`src/hdl/ccp_pkg.sv`:
```
package ccp_pkg;
    // Register offsets on the plain register port
    localparam logic [3:0] ADDR_DATA_LO = 4'h0;
    localparam logic [3:0] ADDR_DATA_HI = 4'h1;
    localparam logic [3:0] ADDR_CONTROL = 4'h2;
    localparam logic [3:0] ADDR_CONFIG = 4'h3;
    localparam logic [3:0] ADDR_STATUS = 4'h4;
    localparam logic [3:0] ADDR_IRQ_EN = 4'h5;
    localparam logic [3:0] ADDR_PERIOD = 4'h6;
    localparam logic [3:0] ADDR_TCON = 4'h7;
    localparam logic [3:0] ADDR_TCOUNT = 4'h8;

    // Control register field positions
    localparam int CON_EN_BIT = 7;
    localparam int CON_OUT_BIT = 5;
    localparam int CON_FMT_BIT = 4;
    // Config register field positions
    localparam int CFG_TRIG_BIT = 0;
    localparam int CFG_EXTCLK_BIT = 1;
    localparam int CFG_DIR_BIT = 2;
    // Status and timer control field positions
    localparam int STS_UNIT_BIT = 0;
    localparam int STS_TIMER_BIT = 1;
    localparam int TCON_ON_BIT = 2;

    // Mode encodings
    localparam logic [3:0] MODE_OFF = 4'h0;
    localparam logic [3:0] MODE_TOG_CLR = 4'h1;
    localparam logic [3:0] MODE_TOGGLE = 4'h2;
    localparam logic [3:0] MODE_CAP_ANY = 4'h3;
    localparam logic [3:0] MODE_CAP_FALL = 4'h4;
    localparam logic [3:0] MODE_CAP_RISE = 4'h5;
    localparam logic [3:0] MODE_CAP_4 = 4'h6;
    localparam logic [3:0] MODE_CAP_16 = 4'h7;
    localparam logic [3:0] MODE_SET = 4'h8;
    localparam logic [3:0] MODE_CLEAR = 4'h9;
    localparam logic [3:0] MODE_PULSE = 4'ha;
    localparam logic [3:0] MODE_PULSE_CLR = 4'hb;
    localparam logic [1:0] MODE_PWM_TOP = 2'h3;

    // Reset values and counts
    localparam logic [7:0] PERIOD_RESET = 8'hff;
    localparam logic [3:0] PSC_LAST_4 = 4'h3;
    localparam logic [3:0] PSC_LAST_16 = 4'hf;
    localparam int SYS_PER_INSTR = 4;
    localparam logic [1:0] PULSE_LAST = 2'(SYS_PER_INSTR - 1);

    // Control register contents
    typedef struct packed {
        logic en;
        logic fmt;
        logic [3:0] mode;
    } ctrl_t;

    // Register port request
    typedef struct packed {
        logic [3:0] addr;
        logic [7:0] wdata;
        logic wr;
        logic rd;
    } reg_req_t;
endpackage

```
`src/hdl/capture_compare_pwm_unit.sv`:
```
`timescale 1ns/1ns
`default_nettype none
module capture_compare_pwm_unit (
    // Clock and reset
    input wire logic clk_in,
    input wire logic rst_in,
    // Register port
    input wire ccp_pkg::reg_req_t req_in,
    output logic [7:0] rd_data_out,
    // Odd timer resource and power state
    input wire logic [15:0] odd_timer_count_in,
    input wire logic sleep_in,
    output logic odd_timer_clear_out,
    // Pin and internal signals
    input wire logic unit_pin_in,
    output logic unit_pin_out,
    output logic unit_pin_oe_out,
    output logic unit_out_internal_out,
    output logic adc_trigger_out,
    output logic unit_irq_out
);
    import ccp_pkg::*;

    ctrl_t ctrl_q;
    logic [15:0] unit_data_reg_q;
    logic trig_sel_q, ext_clk_q, pin_direction_bit_q;
    logic unit_irq_flag_q, unit_irq_enable_q, pwm_timer_flag_q;
    logic [7:0] pwm_period_reg_q, pwm_timer_count_q;
    logic pwm_timer_on_q;
    logic [1:0] pwm_timer_prescale_q;
    logic [7:0] fine_q;
    logic [9:0] duty_buf_q;
    logic out_q;
    logic pin_s1_q, pin_s2_q, pin_s3_q;
    logic [3:0] psc_q;
    logic match_q, clr_pend_q, start_q;
    logic [1:0] pulse_cnt_q;
    logic [7:0] fine_last;
    logic [1:0] fine_low;
    logic [9:0] duty_val, time_base;
    logic is_capture, is_compare, is_pwm, awake;
    logic rise, fall, cap_event, match, cmp_event, fine_wrap, period_hit;
    logic wr_ctrl, wr_status;

    // Mode decode and activity window
    assign is_capture = ctrl_q.en && ctrl_q.mode >= MODE_CAP_ANY && ctrl_q.mode <= MODE_CAP_16;
    assign is_pwm = ctrl_q.en && ctrl_q.mode[3:2] == MODE_PWM_TOP;
    assign is_compare = ctrl_q.en && !is_capture && !is_pwm && ctrl_q.mode != MODE_OFF;
    assign awake = !sleep_in || ext_clk_q;
    assign wr_ctrl = req_in.wr && req_in.addr == ADDR_CONTROL;
    assign wr_status = req_in.wr && req_in.addr == ADDR_STATUS;

    // Pin synchroniser
    always_ff @(posedge clk_in or posedge rst_in) begin
        if (rst_in) begin
            pin_s1_q <= 1'b0;
            pin_s2_q <= 1'b0;
            pin_s3_q <= 1'b0;
        end else begin
            pin_s1_q <= unit_pin_in;
            pin_s2_q <= pin_s1_q;
            pin_s3_q <= pin_s2_q;
        end
    end

    // Capture event selection
    assign rise = pin_s2_q && !pin_s3_q;
    assign fall = !pin_s2_q && pin_s3_q;
    always_comb begin
        cap_event = 1'b0;
        if (is_capture && awake) begin
            case (ctrl_q.mode)
                MODE_CAP_ANY: cap_event = rise || fall;
                MODE_CAP_FALL: cap_event = fall;
                MODE_CAP_RISE: cap_event = rise;
                MODE_CAP_4: cap_event = rise && psc_q[1:0] == PSC_LAST_4[1:0];
                MODE_CAP_16: cap_event = rise && psc_q == PSC_LAST_16;
                default: cap_event = 1'b0;
            endcase
        end
    end

    // Capture prescaler; a ratio change alone leaves it running
    always_ff @(posedge clk_in or posedge rst_in) begin
        if (rst_in) begin
            psc_q <= 4'h0;
        end else if (!is_capture) begin
            psc_q <= 4'h0;
        end else if (rise && awake) begin
            psc_q <= (ctrl_q.mode == MODE_CAP_4 && psc_q[1:0] == PSC_LAST_4[1:0]) ?
                     4'h0 : psc_q + 4'h1;
        end
    end

    // Compare match, rising edge of equality
    assign match = is_compare && awake && odd_timer_count_in == unit_data_reg_q;
    assign cmp_event = match && !match_q;
    always_ff @(posedge clk_in or posedge rst_in) begin
        if (rst_in) begin
            match_q <= 1'b0;
        end else begin
            match_q <= match;
        end
    end

    // Converter trigger now, timer clear one edge later if still matching
    always_ff @(posedge clk_in or posedge rst_in) begin
        if (rst_in) begin
            adc_trigger_out <= 1'b0;
            clr_pend_q <= 1'b0;
            odd_timer_clear_out <= 1'b0;
        end else begin
            adc_trigger_out <= cmp_event && trig_sel_q;
            clr_pend_q <= cmp_event &&
                          (ctrl_q.mode == MODE_TOG_CLR || ctrl_q.mode == MODE_PULSE_CLR);
            odd_timer_clear_out <= clr_pend_q && match;
        end
    end

    // PWM time base: fine counter supplies the two low bits
    always_comb begin
        case (pwm_timer_prescale_q)
            2'h0: begin
                fine_last = 8'h03;
                fine_low = fine_q[1:0];
            end
            2'h1: begin
                fine_last = 8'h0f;
                fine_low = fine_q[3:2];
            end
            2'h2: begin
                fine_last = 8'h3f;
                fine_low = fine_q[5:4];
            end
            default: begin
                fine_last = 8'hff;
                fine_low = fine_q[7:6];
            end
        endcase
    end
    assign time_base = {pwm_timer_count_q, fine_low};
    assign fine_wrap = pwm_timer_on_q && !sleep_in && fine_q == fine_last;
    assign period_hit = fine_wrap && pwm_timer_count_q == pwm_period_reg_q;
    assign duty_val = ctrl_q.fmt ? unit_data_reg_q[15:6] : unit_data_reg_q[9:0];

    // PWM timer, halted while off or asleep
    always_ff @(posedge clk_in or posedge rst_in) begin
        if (rst_in) begin
            fine_q <= 8'h00;
            pwm_timer_count_q <= 8'h00;
        end else if (req_in.wr && req_in.addr == ADDR_TCOUNT) begin
            fine_q <= 8'h00;
            pwm_timer_count_q <= req_in.wdata;
        end else if (pwm_timer_on_q && !sleep_in) begin
            fine_q <= fine_wrap ? 8'h00 : fine_q + 8'h01;
            if (period_hit) begin
                pwm_timer_count_q <= 8'h00;
            end else if (fine_wrap) begin
                pwm_timer_count_q <= pwm_timer_count_q + 8'h01;
            end
        end
    end

    // Duty buffer reload at period end; latch set follows one cycle later
    // so that set and clear both lag the time base by the same cycle
    always_ff @(posedge clk_in or posedge rst_in) begin
        if (rst_in) begin
            duty_buf_q <= 10'h000;
            start_q <= 1'b0;
        end else begin
            start_q <= period_hit && duty_val != 10'h000;
            if (period_hit) begin
                duty_buf_q <= duty_val;
            end
        end
    end

    // Output latch for compare and PWM
    always_ff @(posedge clk_in or posedge rst_in) begin
        if (rst_in) begin
            out_q <= 1'b0;
            pulse_cnt_q <= 2'h0;
        end else if (wr_ctrl && req_in.wdata == 8'h00) begin
            out_q <= 1'b0;
            pulse_cnt_q <= 2'h0;
        end else if (!ctrl_q.en) begin
            out_q <= 1'b0;
            pulse_cnt_q <= 2'h0;
        end else if (is_pwm) begin
            if (start_q) begin
                out_q <= 1'b1;
            end else if (time_base == duty_buf_q) begin
                out_q <= 1'b0;
            end
        end else if (pulse_cnt_q != 2'h0) begin
            pulse_cnt_q <= pulse_cnt_q - 2'h1;
            if (pulse_cnt_q == 2'h1) begin
                out_q <= 1'b0;
            end
        end else if (cmp_event) begin
            case (ctrl_q.mode)
                MODE_TOG_CLR, MODE_TOGGLE: out_q <= !out_q;
                MODE_SET: out_q <= 1'b1;
                MODE_CLEAR: out_q <= 1'b0;
                MODE_PULSE, MODE_PULSE_CLR: begin
                    out_q <= 1'b1;
                    pulse_cnt_q <= PULSE_LAST;
                end
                default: out_q <= out_q;
            endcase
        end
    end

    // Pin, internal copy and interrupt outputs
    always_ff @(posedge clk_in or posedge rst_in) begin
        if (rst_in) begin
            unit_pin_out <= 1'b0;
            unit_pin_oe_out <= 1'b0;
            unit_out_internal_out <= 1'b0;
            unit_irq_out <= 1'b0;
        end else begin
            unit_pin_out <= out_q;
            unit_pin_oe_out <= !pin_direction_bit_q && (is_pwm || is_compare);
            unit_out_internal_out <= out_q;
            unit_irq_out <= unit_irq_flag_q && unit_irq_enable_q;
        end
    end

    // Control register; mode changes pass through unfiltered
    always_ff @(posedge clk_in or posedge rst_in) begin
        if (rst_in) begin
            ctrl_q <= '0;
        end else if (wr_ctrl) begin
            ctrl_q.en <= req_in.wdata[CON_EN_BIT];
            ctrl_q.fmt <= req_in.wdata[CON_FMT_BIT];
            ctrl_q.mode <= req_in.wdata[3:0];
        end
    end

    // Data register: capture wins over a software write
    always_ff @(posedge clk_in or posedge rst_in) begin
        if (rst_in) begin
            unit_data_reg_q <= 16'h0000;
        end else if (cap_event) begin
            unit_data_reg_q <= odd_timer_count_in;
        end else if (req_in.wr && req_in.addr == ADDR_DATA_LO) begin
            unit_data_reg_q[7:0] <= req_in.wdata;
        end else if (req_in.wr && req_in.addr == ADDR_DATA_HI) begin
            unit_data_reg_q[15:8] <= req_in.wdata;
        end
    end

    // Flags: hardware set wins over a software write
    always_ff @(posedge clk_in or posedge rst_in) begin
        if (rst_in) begin
            unit_irq_flag_q <= 1'b0;
            pwm_timer_flag_q <= 1'b0;
        end else begin
            if (cap_event || cmp_event) begin
                unit_irq_flag_q <= 1'b1;
            end else if (wr_status) begin
                unit_irq_flag_q <= req_in.wdata[STS_UNIT_BIT];
            end
            if (period_hit) begin
                pwm_timer_flag_q <= 1'b1;
            end else if (wr_status) begin
                pwm_timer_flag_q <= req_in.wdata[STS_TIMER_BIT];
            end
        end
    end

    // Configuration and PWM timer registers
    always_ff @(posedge clk_in or posedge rst_in) begin
        if (rst_in) begin
            trig_sel_q <= 1'b0;
            ext_clk_q <= 1'b0;
            pin_direction_bit_q <= 1'b1;
            unit_irq_enable_q <= 1'b0;
            pwm_period_reg_q <= PERIOD_RESET;
            pwm_timer_on_q <= 1'b0;
            pwm_timer_prescale_q <= 2'h0;
        end else if (req_in.wr) begin
            case (req_in.addr)
                ADDR_CONFIG: begin
                    trig_sel_q <= req_in.wdata[CFG_TRIG_BIT];
                    ext_clk_q <= req_in.wdata[CFG_EXTCLK_BIT];
                    pin_direction_bit_q <= req_in.wdata[CFG_DIR_BIT];
                end
                ADDR_IRQ_EN: unit_irq_enable_q <= req_in.wdata[0];
                ADDR_PERIOD: pwm_period_reg_q <= req_in.wdata;
                ADDR_TCON: begin
                    pwm_timer_on_q <= req_in.wdata[TCON_ON_BIT];
                    pwm_timer_prescale_q <= req_in.wdata[1:0];
                end
                default: pwm_timer_on_q <= pwm_timer_on_q;
            endcase
        end
    end

    // Read data, valid the cycle after the strobe
    always_ff @(posedge clk_in or posedge rst_in) begin
        if (rst_in) begin
            rd_data_out <= 8'h00;
        end else if (req_in.rd) begin
            case (req_in.addr)
                ADDR_DATA_LO: rd_data_out <= unit_data_reg_q[7:0];
                ADDR_DATA_HI: rd_data_out <= unit_data_reg_q[15:8];
                ADDR_CONTROL: rd_data_out <= {ctrl_q.en, 1'b0, out_q, ctrl_q.fmt, ctrl_q.mode};
                ADDR_CONFIG: rd_data_out <= {5'h00, pin_direction_bit_q, ext_clk_q, trig_sel_q};
                ADDR_STATUS: rd_data_out <= {6'h00, pwm_timer_flag_q, unit_irq_flag_q};
                ADDR_IRQ_EN: rd_data_out <= {7'h00, unit_irq_enable_q};
                ADDR_PERIOD: rd_data_out <= pwm_period_reg_q;
                ADDR_TCON: rd_data_out <= {5'h00, pwm_timer_on_q, pwm_timer_prescale_q};
                ADDR_TCOUNT: rd_data_out <= pwm_timer_count_q;
                default: rd_data_out <= 8'h00;
            endcase
        end else begin
            rd_data_out <= 8'h00;
        end
    end

    // Checks
    a_prescale_idle: assert property (@(posedge clk_in) disable iff (rst_in)
        !is_capture |=> psc_q == 4'h0) else $error("prescaler not cleared");
    a_capture_copy: assert property (@(posedge clk_in) disable iff (rst_in)
        cap_event |=> unit_data_reg_q == $past(odd_timer_count_in) && unit_irq_flag_q)
        else $error("capture did not load count");
    a_match_flag: assert property (@(posedge clk_in) disable iff (rst_in)
        cmp_event |=> unit_irq_flag_q && adc_trigger_out == $past(trig_sel_q))
        else $error("match did not flag");
    a_clear_mode: assert property (@(posedge clk_in) disable iff (rst_in)
        odd_timer_clear_out |-> $past(clr_pend_q) && $past(match))
        else $error("timer clear without live match");
    a_clear_issue: assert property (@(posedge clk_in) disable iff (rst_in)
        cmp_event && ctrl_q.mode == MODE_TOG_CLR ##1 match |=> odd_timer_clear_out)
        else $error("timer clear missing");
    a_disabled_low: assert property (@(posedge clk_in) disable iff (rst_in)
        !ctrl_q.en |=> !out_q ##1 !unit_pin_out) else $error("latch high while off");
    a_zero_write: assert property (@(posedge clk_in) disable iff (rst_in)
        wr_ctrl && req_in.wdata == 8'h00 |=> !out_q) else $error("zero write kept latch");
    a_period_end: assert property (@(posedge clk_in) disable iff (rst_in)
        period_hit |=> pwm_timer_count_q == 8'h00 && duty_buf_q == $past(duty_val))
        else $error("period end mishandled");
    a_duty_clear: assert property (@(posedge clk_in) disable iff (rst_in)
        is_pwm && !start_q && time_base == duty_buf_q && !wr_ctrl |=> !out_q)
        else $error("duty match kept pin high");
    a_internal_copy: assert property (@(posedge clk_in) disable iff (rst_in)
        ctrl_q.en |=> unit_out_internal_out == $past(out_q) && unit_pin_out == $past(out_q))
        else $error("internal copy differs");
endmodule
`default_nettype wire

```
`config.mk`:
```
export PLATFORM = sky130hd
export DESIGN_NAME = capture_compare_pwm_unit
export DESIGN_NICKNAME = d
export VERILOG_FILES = /design/src/hdl/ccp_pkg.sv /design/src/hdl/capture_compare_pwm_unit.sv
export SDC_FILE = /design/constraint.sdc
export NUM_CORES = 1
export LEC_CHECK = 0
export BUFFER_PORTS_ARGS = -buffer_cell sky130_fd_sc_hd__buf_2
export CORE_MARGIN = 4
export CORE_UTILIZATION = 62
export CTS_CLUSTER_SIZE = 40
export DETAILED_ROUTE_END_ITERATION = 8
export MAX_ROUTING_LAYER = met4
export PLACE_DENSITY_LB_ADDON = 0.08
export SLEW_MARGIN = 20
export SYNTH_ARGS = -nofsm -noshare
export SYNTH_HDL_FRONTEND = slang
export SYNTH_SLANG_ARGS = --single-unit
```
`constraint.sdc`:
```
create_clock -name clk_in -period 4.1 [get_ports clk_in]
set_input_delay 0.205 -clock clk_in [delete_from_list [all_inputs] [get_ports clk_in]]
set_output_delay 0.205 -clock clk_in [all_outputs]
set_load 0.005 [all_outputs]
```
==> results of run 1 <==
==> cell type report <==
cell class,instances,area share
Sequential cell,91,0.399
Inverter,13,0.00872
Clock inverter,2,0.0105
Clock buffer,14,0.0266
Multi-Input combinational cell,413,0.487
Timing Repair Buffer,50,0.0453
Tap cell,105,0.0229
==> worst max-delay path: stages, from the launching register on <==
cell and delay, ps:
dfrtp_1 490, or3_4 440, a2111oi_4 400, o21ai_2 270
nand2b_4 240, o311ai_0 540, o21a_1 200
==> cells by family after synthesis <==
| kind of cell | synth area share |
|---|---|
| buf+inv | 0.0345 |
| compound gates | 0.139 |
| xor+xnor | 0.0666 |
| simple gates | 0.179 |
| fa+ha+maj | 0.0166 |
| mux | 0.129 |
| flops | 0.435 |
==> Yosys cell counts, drive strengths merged, types with 2 or more instances <==
library cell,instances,area share
mux2,25,0.054
o2111ai,3,0.0050
nor3b,3,0.0043
and2,4,0.0048
or4,3,0.0043
a21o,2,0.0029
o21ai,28,0.027
dfstp,9,0.045
nor3,8,0.0076
ha,7,0.017
mux2i,33,0.063
and4,2,0.0033
nand2b,10,0.013
and3,6,0.0071
a22o,4,0.0067
o22ai,2,0.0024
nor4b,2,0.0033
nor2,45,0.032
o21a,8,0.011
dfrtp,82,0.39
a211oi,2,0.0029
nand2,57,0.041
o211ai,2,0.0029
a21oi,40,0.038
nor4,9,0.011
a22oi,7,0.010
nand4,6,0.0071
xnor2,24,0.040
o41ai,2,0.0033
a31oi,4,0.0048
clkbuf,28,0.020
mux4,3,0.013
buf,4,0.0052
nand3,15,0.014
nor2b,10,0.012
or3,6,0.0081
inv,13,0.0093
xor2,16,0.027
a2111oi,2,0.0069
==> report_power, final <==
group | switching [W] | total, W | leakage [nW] | internal, W
Sequential | 0.000368 | 0.00146 | 1.15 | 0.00109
Clock | 0.000317 | 0.000679 | 0.105 | 0.000362
Combinational | 0.000353 | 0.000744 | 1.32 | 0.000391
==> registers in the layout, indices dropped and copies added (netlist names), 2 cells and up <==
signal	count
pwm_period_reg_q	8
pulse_cnt_q	2
psc_q	4
rd_data_out	8
unit_data_reg_q	16
ctrl_q	6
duty_buf_q	10
pwm_timer_prescale_q	2
pwm_timer_count_q	8
fine_q	8
==> through the flow <==
stage / utilization / std cells / hold slack, ps / area [sq um] / setup slack, ps
4_1_cts: 0.698 / 688 / 32.4 / 5740 / 1320
6_report: 0.699 / 688 / -3.42 / 5740 / 1460
3_3_place_gp: 0.671 / 671 / 314 / 5520 / 1450
5_1_grt: 0.699 / 688 / 79.3 / 5740 / 1390
2_1_floorplan: - / 549 / 236 / 5260 / 1550
3_5_place_dp: 0.671 / 671 / 317 / 5520 / 1330
==> metal layers <==
layer	GRT usage	share of wire
met3	0.0438	0.074
met1	0.420	0.43
met2	0.452	0.47
met5	-	0
met4	0.111	0.027
==> worst max-delay path by stage <==
stage                           end  slack, ps                    start  cells past startpoint
6_report       pwm_timer_count_q[6]       1460  pwm_timer_prescale_q[0]                      6
5_1_grt               duty_buf_q[1]       1390  pwm_timer_prescale_q[0]                      6
4_1_cts               duty_buf_q[7]       1320  pwm_timer_prescale_q[0]                      6
3_5_place_dp          duty_buf_q[7]       1330  pwm_timer_prescale_q[0]                      5
3_3_place_gp          duty_buf_q[8]       1450  pwm_timer_prescale_q[0]                      5
2_1_floorplan       adc_trigger_out       1550                   rst_in                      1
==> impl_metrics.ini, run 1 <==
[clocking]
post_cts_resized = 0
cts-root-buf = clkbuf_8
cts.hold.buffers_added = 1
postCtsSetupBuffers = 0
cts.sink_count = 91
cts-htree-levels = 3
clkLatencyLatePin_ps = 370
cts.path.max_buffers = 2
clkTransAtPathRegs_ps = 80
tritoncts = yes
number_of_cts_inserted_buffers = 9

[worst_setup_path]
r2r_cells = 6
startpoint_type = register
end_kind = register
rr_endpoint = pwm_timer_count_q[6]
timing.rr.start = pwm_timer_prescale_q[0]
critical_path_class = register to register
cp_data_required_time_ps = 4400
regToRegSetupSlack_ps = 1460
crit_path_max_fanout = 16
cp_data_arrival_time_ps = 2940

[detailed_routing]
wl_um = 14000
detailedRoute.firstPassIterationCount = 5
drt-initial-drc-count = 241
route.detailed.wl_per_inst_um = 20.3
number_of_remaining_drc_errors = 0
drt.antenna.violating_nets = 0
dr_total_vias = 4291
avgViaCountPerCell = 6.24

[grt]
antenna_found_initial = 0
grt_max_degree = 56
grtUsageTotal = 0.302
grt_pass1_wl_um = 22600
via_count_of_the_first_global_routing_pass = 4140
global_route.overflow_total = 0

[sta]
hold-worst-slack_ps = -3.42
fin_crit_sh = 0.644
timing.final.max_slew_violations = 0
finalCriticalPeriod_ps = 2640
fmax_mhz = 379
setup_viol_count_final = 0
timing.max_slew.rel_slack = 0.377
fin_skew_ps = 15.3
worstMarginPinSlew_ps = 935
rsz_0062_raised_after_global_routing = false
setup_tns_after_final_layout_ps = 0
hold_violations = 2

[power_and_ir_drop]
totalPowerFinal_w = 0.00288
p_per_area_nw_per_um2 = 502
vdd_ir_drop_max_mv = 0.320
static-leakage-power_nw = 2.58

[flow_run]
max-cap-violations = 0

[status]
violated_checks = negative hold slack
outcome = finished with violations

[die]
design.portCount = 48
initial_utilization = 0.640
design.core.area_sq_um = 8220
core.rowCount = 33
fp.dieW_um = 100
dieHeight_um = 100
fp.dieArea_sq_um = 10000

[layout]
final_layout_size_suffix_gt1_frac = 0.182
layout.cells.most_common = dfrtp_1
num-fill-cells = 663
layout.cells.most_common_list = dfrtp_1, nand2_1, buf_2
layout.nets = 619
layout-area-overhead-vs-synth_pct = 9.13
seq_area_sq_um = 2290
multiInputGateArea_sq_um = 2800
num_antenna_cells = 0

[placement]
place.detailed.hpwl_um = 10100
gp_congestion = 0.950
port-buffer-count = 47

[synthesis]
synthesis.nets = 590
synth_enable_flop_cells = 0
syn-mean-instance-area_sq_um = 9.58
yosys_register_bits = 91
synth-seq-area-share = 0.435
syn_inst = 549
synth_warnings = 0
mappedNetlistArea_sq_um = 5260
synth_async_sr_flop_share = 1.00
yosysUniqueCellTypes = 59
synth_flop_cell = dfrtp_1

[min_path]
min-delay-path-class = primary input to async pin
(Power assumes the default switching activity.)
==> run 2: changes to the inputs <==
--- a/config.mk
+++ b/config.mk
@@ -5,9 +5,10 @@
 export SDC_FILE = /design/constraint.sdc
 export NUM_CORES = 1
 export LEC_CHECK = 0
+export ABC_AREA = 1
 export BUFFER_PORTS_ARGS = -buffer_cell sky130_fd_sc_hd__buf_2
 export CORE_MARGIN = 4
-export CORE_UTILIZATION = 62
+export CORE_UTILIZATION = 54
 export CTS_CLUSTER_SIZE = 40
 export DETAILED_ROUTE_END_ITERATION = 8
 export MAX_ROUTING_LAYER = met4
==> constraint.sdc (replaced) <==
create_clock -name clk_in -period 2.3 [get_ports clk_in]
set_input_delay 0.115 -clock clk_in [delete_from_list [all_inputs] [get_ports clk_in]]
set_output_delay 0.115 -clock clk_in [all_outputs]
set_load 0.005 [all_outputs]
==> run 2 against run 1 <==
Effect of this change: the run now ends clean; first-iteration DRC count grew 120%; core utilization shrank 6.3 points; register-to-register slack lost 1000 ps; global-route usage shrank 1.4 points; worst hold slack gained 7.6 ps; wire length grew 11%; count of clock-buffer cells in the layout shrank 3; non-clock buffer count grew 18; critical endpoint is now pwm_timer_count_q[4]; largest cell class unchanged.
==> impl_metrics.ini, run 2 <==
[detailed_routing]
drt.antenna.violating_nets = 0
number_of_remaining_drc_errors = 0
wl_um = 15500
dr_total_vias = 5299
detailedRoute.firstPassIterationCount = 5
avgViaCountPerCell = 5.49
drt-initial-drc-count = 527
route.detailed.wl_per_inst_um = 16.1

[sta]
rsz_0062_raised_after_global_routing = false
fin_ws_ps = 427
fin_skew_ps = 9.95
hold_violations = 0
finalCriticalPeriod_ps = 1870
fmax_mhz = 534
worstMarginPinSlew_ps = 508
fin_crit_sh = 0.814
setup_tns_after_final_layout_ps = 0
setup_viol_count_final = 0
timing.final.max_slew_violations = 0
timing.max_slew.rel_slack = 0.661

[synthesis]
commonest_cells_post_synth = nand2_1, inv_1, dfrtp_1, nand3_1, nor2_1
synth_top_cell_by_area = dfrtp_1
synthDominantCellAreaShare = 0.371
synth_warnings = 0
yosysUniqueCellTypes = 44
synthesis.nets = 804
synthMostInstantiatedCell = nand2_1
syn-mean-instance-area_sq_um = 7.25
synth_flop_cell = dfrtp_1
syn_inst = 763
synth_enable_flop_cells = 0
synth_top_cells_by_area = dfrtp_1, nand2_1, inv_1, nand3_1, o21ai_0
synth-seq-area-share = 0.414
synth_async_sr_flop_share = 1.00
mappedNetlistArea_sq_um = 5530
yosys_register_bits = 91

[clocking]
cts.sink_count = 91
clkLatencyLatePin_ps = 380
number_of_cts_inserted_buffers = 9
cts.path.max_buffers = 2
cts-htree-levels = 3
post_cts_resized = 0
clkTransAtPathRegs_ps = 90
tritoncts = yes
cts-root-buf = clkbuf_8

[worst_setup_path]
setup.worst_path.start = pwm_timer_prescale_q[0]
crit_path_max_fanout = 25
regToRegSetupSlack_ps = 430
critical_path_class = register to register
cp_data_required_time_ps = 2580
setup.worst_path.end = pwm_timer_count_q[4]
r2r_cells = 12
rr_endpoint = pwm_timer_count_q[4]
timing.rr.start = pwm_timer_prescale_q[0]
startpoint_type = register
end_kind = register
cp_data_arrival_time_ps = 2150

[grt]
global_route.peak_usage_layer = met2
global_route.overflow_total = 0
use_met3 = 0.0367
grtUsageMet2 = 0.429
grt_max_degree = 36
antenna_found_initial = 0
grtUsageTotal = 0.287
met1_track_usage_gr = 0.403
grt_pass1_wl_um = 25400
via_count_of_the_first_global_routing_pass = 4989

[die]
dieHeight_um = 109
core.rowCount = 36
fp.dieArea_sq_um = 11900
initial_utilization = 0.561
fp.dieW_um = 109
design.portCount = 48
design.core.area_sq_um = 9860

[layout]
seq_area_sq_um = 2290
final_cells = 965
layout.nets = 868
largest_register = unit_data_reg_q
final_layout_size_suffix_gt1_frac = 0.136
num-fill-cells = 902
layout.cells.most_common_list = nand2_1, inv_1, dfrtp_1
layout-area-overhead-vs-synth_pct = 13.4
largest_register_ff_count = 16
largest_registers = unit_data_reg_q (16), duty_buf_q (10)
multiInputGateArea_sq_um = 2690
layout.cells.most_common = nand2_1
num_antenna_cells = 0

[flow_run]
max-cap-violations = 0

[min_path]
min-delay-path-class = primary input to register
hold_depth = 3

[placement]
dp_cells = 936
place.detailed.hpwl_um = 12000
port-buffer-count = 47
gp_congestion = 0.975
preCtsSetupSlack_ps = 508

[power_and_ir_drop]
p_per_area_nw_per_um2 = 903
vdd_ir_drop_max_mv = 0.568
totalPowerFinal_w = 0.00566
static-leakage-power_nw = 3.20

[status]
outcome = completed
## run 2: how the worst min path moves through the flow
stage	start	endpoint
2_1_floorplan	unit_pin_in	pin_s1_q
3_3_place_gp	rst_in	rd_data_out[3]
3_5_place_dp	rst_in	rd_data_out[3]
4_1_cts	odd_timer_count_in[3]	unit_data_reg_q[3]
5_1_grt	odd_timer_count_in[3]	unit_data_reg_q[3]
6_report	odd_timer_count_in[3]	unit_data_reg_q[3]
## run 2: cell families (layout without fill, tap and decap cells)
family,Yosys count,in the layout,synth area share
flops,91,91,0.414
compound gates,121,121,0.128
fa+ha+maj,7,7,0.0158
simple gates,386,386,0.305
xor+xnor,23,23,0.0364
buf+inv,135,204,0.101
## run 2: worst max-delay path, cell delays in order (launching register included)
cell and delay [ps]:
dfrtp_1 470, nor2_1 210, nand3_1 90, o21ai_0 90, nand2_1 70, inv_1 60, nand2_2 90, inv_4 100
nand3_4 260, nand3b_1 190, nand2_1 60, nand2_1 50, inv_1 30
## run 2: report_power, final
group,total (W),switching [W],internal (W)
Combinational,0.00187,0.00113,0.000741
Clock,0.00128,0.000603,0.000675
Sequential,0.00251,0.000526,0.00199
Total,0.00566,0.00226,0.00340
## run 2: per-stage QoR
| step | utilization | hold slack, ps | area (sq um) |
|---|---|---|---|
| final | 0.636 | 4.16 | 6270 |
| after global routing | 0.636 | 31.8 | 6270 |
| after CTS | 0.636 | 0.676 | 6270 |
| after detailed placement | 0.599 | 139 | 5910 |
| after global placement | 0.599 | 135 | 5910 |
| after floorplan | - | 146 | 5540 |
## run 2: layer usage
layer,share of wire,wire (um),up-vias
li1,-,-,2587
met1,0.45,6960,2458
met2,0.45,7010,225
met3,0.074,1160,29
met4,0.025,395,0
met5,0,0,-
## run 2: area by class of cell
cell class / count / share of cell area
multi-input cells: 537 / 0.428
inverters: 120 / 0.0728
repair buffers: 68 / 0.0698
well taps: 133 / 0.0265
flip-flops and latches: 91 / 0.365
clock buffers: 11 / 0.0241
clock inverters: 5 / 0.0134
## run 2: repair_timing
item | in CTS | in global routing
hold buffers | 13 | 0
setup buffers | 0 | 0
hold endpoints to repair | 27 | 0
==> run 3: changes to the inputs <==
==> constraint.sdc (replaced) <==
create_clock -name clk_in -period 1.6 [get_ports clk_in]
set_input_delay 0.08 -clock clk_in [delete_from_list [all_inputs] [get_ports clk_in]]
set_output_delay 0.08 -clock clk_in [all_outputs]
set_load 0.005 [all_outputs]
==> run 3 against run 2 <==
Effect of this change: the flow now finishes with violations (negative setup slack); critical path type unchanged; cell count grew 10%; largest cell class unchanged; sequential power grew 39%; die area is the same; via count grew 11%.
==> impl_metrics.ini, run 3 (synthesis results as in run 2) <==
[sta]
finalCriticalPeriod_ps = 1720
hold-worst-slack_ps = 16.8
rsz_0062_raised_after_global_routing = true
fin_ws_ps = -120
timing.final.max_slew_violations = 0
fmax_mhz = 581
fin_crit_sh = 1.07
worstMarginPinSlew_ps = 461
timing.max_slew.rel_slack = 0.692
hold_violations = 0
setup_viol_count_final = 34
fin_skew_ps = 13.9

[clocking]
clkLatencyLatePin_ps = 390
tritoncts = yes
clkTransAtPathRegs_ps = 90
cts.path.max_buffers = 2
number_of_cts_inserted_buffers = 9
cts.sink_count = 91
cts-root-buf = clkbuf_8
cts-htree-levels = 3

[layout]
layout-area-overhead-vs-synth_pct = 35.6
largest_register_ff_count = 16
layout.nets = 965
layout.cells.most_common = nand2_1
final_cells = 1062
largest_register = unit_data_reg_q
largest_registers = unit_data_reg_q (16), duty_buf_q (10)
layout.cells.most_common_list = nand2_1, inv_1, buf_4
final_layout_size_suffix_gt1_frac = 0.320
num_antenna_cells = 0

[detailed_routing]
dr_total_vias = 5870
detailedRoute.firstPassIterationCount = 5
drt-initial-drc-count = 542
avgViaCountPerCell = 5.53
wl_um = 18100
route.detailed.wl_per_inst_um = 17.0
drt.antenna.violating_nets = 0
number_of_remaining_drc_errors = 0

[worst_setup_path]
timing.rr.start = ctrl_q[3]
setup.worst_path.start = ctrl_q[3]
critPathMostFrequentCell = nand3_1
crit_path_cell_trace = inv_2, nand2_2, nor2_2, a21boi_1, nand3b_1, nand4_1, nand2_4, clkbuf_16, nand3_1, nand3_1
crit_path_max_fanout = 7
end_kind = register
cp_data_arrival_time_ps = 2050
cp_data_required_time_ps = 1930
regToRegSetupSlack_ps = -120
slowest_cp_cell = dfrtp_2
startpoint_type = register
slowest_stage_delay_on_critical_path_ps = 480
critical_path_class = register to register

[grt]
antenna_found_initial = 0
grt_pass1_wl_um = 27700
grtUsageTotal = 0.316
global_route.overflow_total = 0
grt_max_degree = 50
via_count_of_the_first_global_routing_pass = 5483

[placement]
place.detailed.hpwl_um = 13000
port-buffer-count = 47
gp_congestion = 0.950
dp_cells = 1003

[die]
design.portCount = 48
initial_utilization = 0.561
dieHeight_um = 109
fp.dieW_um = 109
design.core.area_sq_um = 9860
fp.dieArea_sq_um = 11900
core.rowCount = 36

[power_and_ir_drop]
static-leakage-power_nw = 3.76
vdd_ir_drop_max_mv = 0.735
totalPowerFinal_w = 0.00913
p_per_area_nw_per_um2 = 1220

[flow_run]
max-cap-violations = 0

[min_path]
worstHoldStart = req_in[7]
min-delay-path-class = primary input to register

[status]
outcome = finished with violations
violated_checks = negative setup slack
[run 3: repair_timing]
item / in CTS / in global routing
pin swaps: 11 / 33
hold buffers: 19 / 0
setup endpoints to repair: 26 / 50
hold endpoints to repair: 35 / 0
resized for setup: 31 / 101
cloned: 2 / 4
setup buffers: 3 / 16
[run 3: final cells by class]
cell class	instances	area [sq um]
fill	744	2360
clock inverter	4	27.5
clock buffer	12	145
multi-input combinational	540	3100
sequential	91	2300
inverter	120	469
timing repair buffer	162	1290
tap	133	166
[run 3: critical path, delay by kind of cell (launching register included)]
family	cells	cell delay, ps
simple gates	7	790
buf+inv	2	320
compound gates	1	60
flops	1	480
[run 3: layer usage]
metal	global-route usage	vias up	routed length, um
li1	-	2800	-
met1	0.408	2787	7530
met2	0.496	238	8590
met3	0.0675	45	1440
met4	0.110	0	502
met5	-	-	0
[run 3: worst paths after layout]
path	to	depth (start not counted)
hold / removal	pwm_period_reg_q[5]	3
setup / recovery	unit_data_reg_q[15]	10
min in group asynchronous	ext_clk_q	3
hold reg to reg	pin_s2_q	0
max in group asynchronous	pwm_period_reg_q[3]	4
setup reg to reg	unit_data_reg_q[15]	10
[run 3: stage by stage]
step	setup TNS [ps]	utilization	area, sq um	setup WS [ps]
finish	-2170	0.760	7500	-120
global route	-5940	0.760	7500	-197
CTS	-59.6	0.702	6930	-31.6
detailed placement	-1620	0.651	6420	-180
global placement	-697	0.651	6420	-81.3
floorplan	0	-	5540	76.4
[run 3: power by group]
group	internal, W	total (W)	switching [W]	leakage (nW)
sequential	0.00287	0.00349	0.000612	1.13
clock	0.000605	0.00146	0.000856	0.0786
combinational	0.00189	0.00419	0.00230	2.55
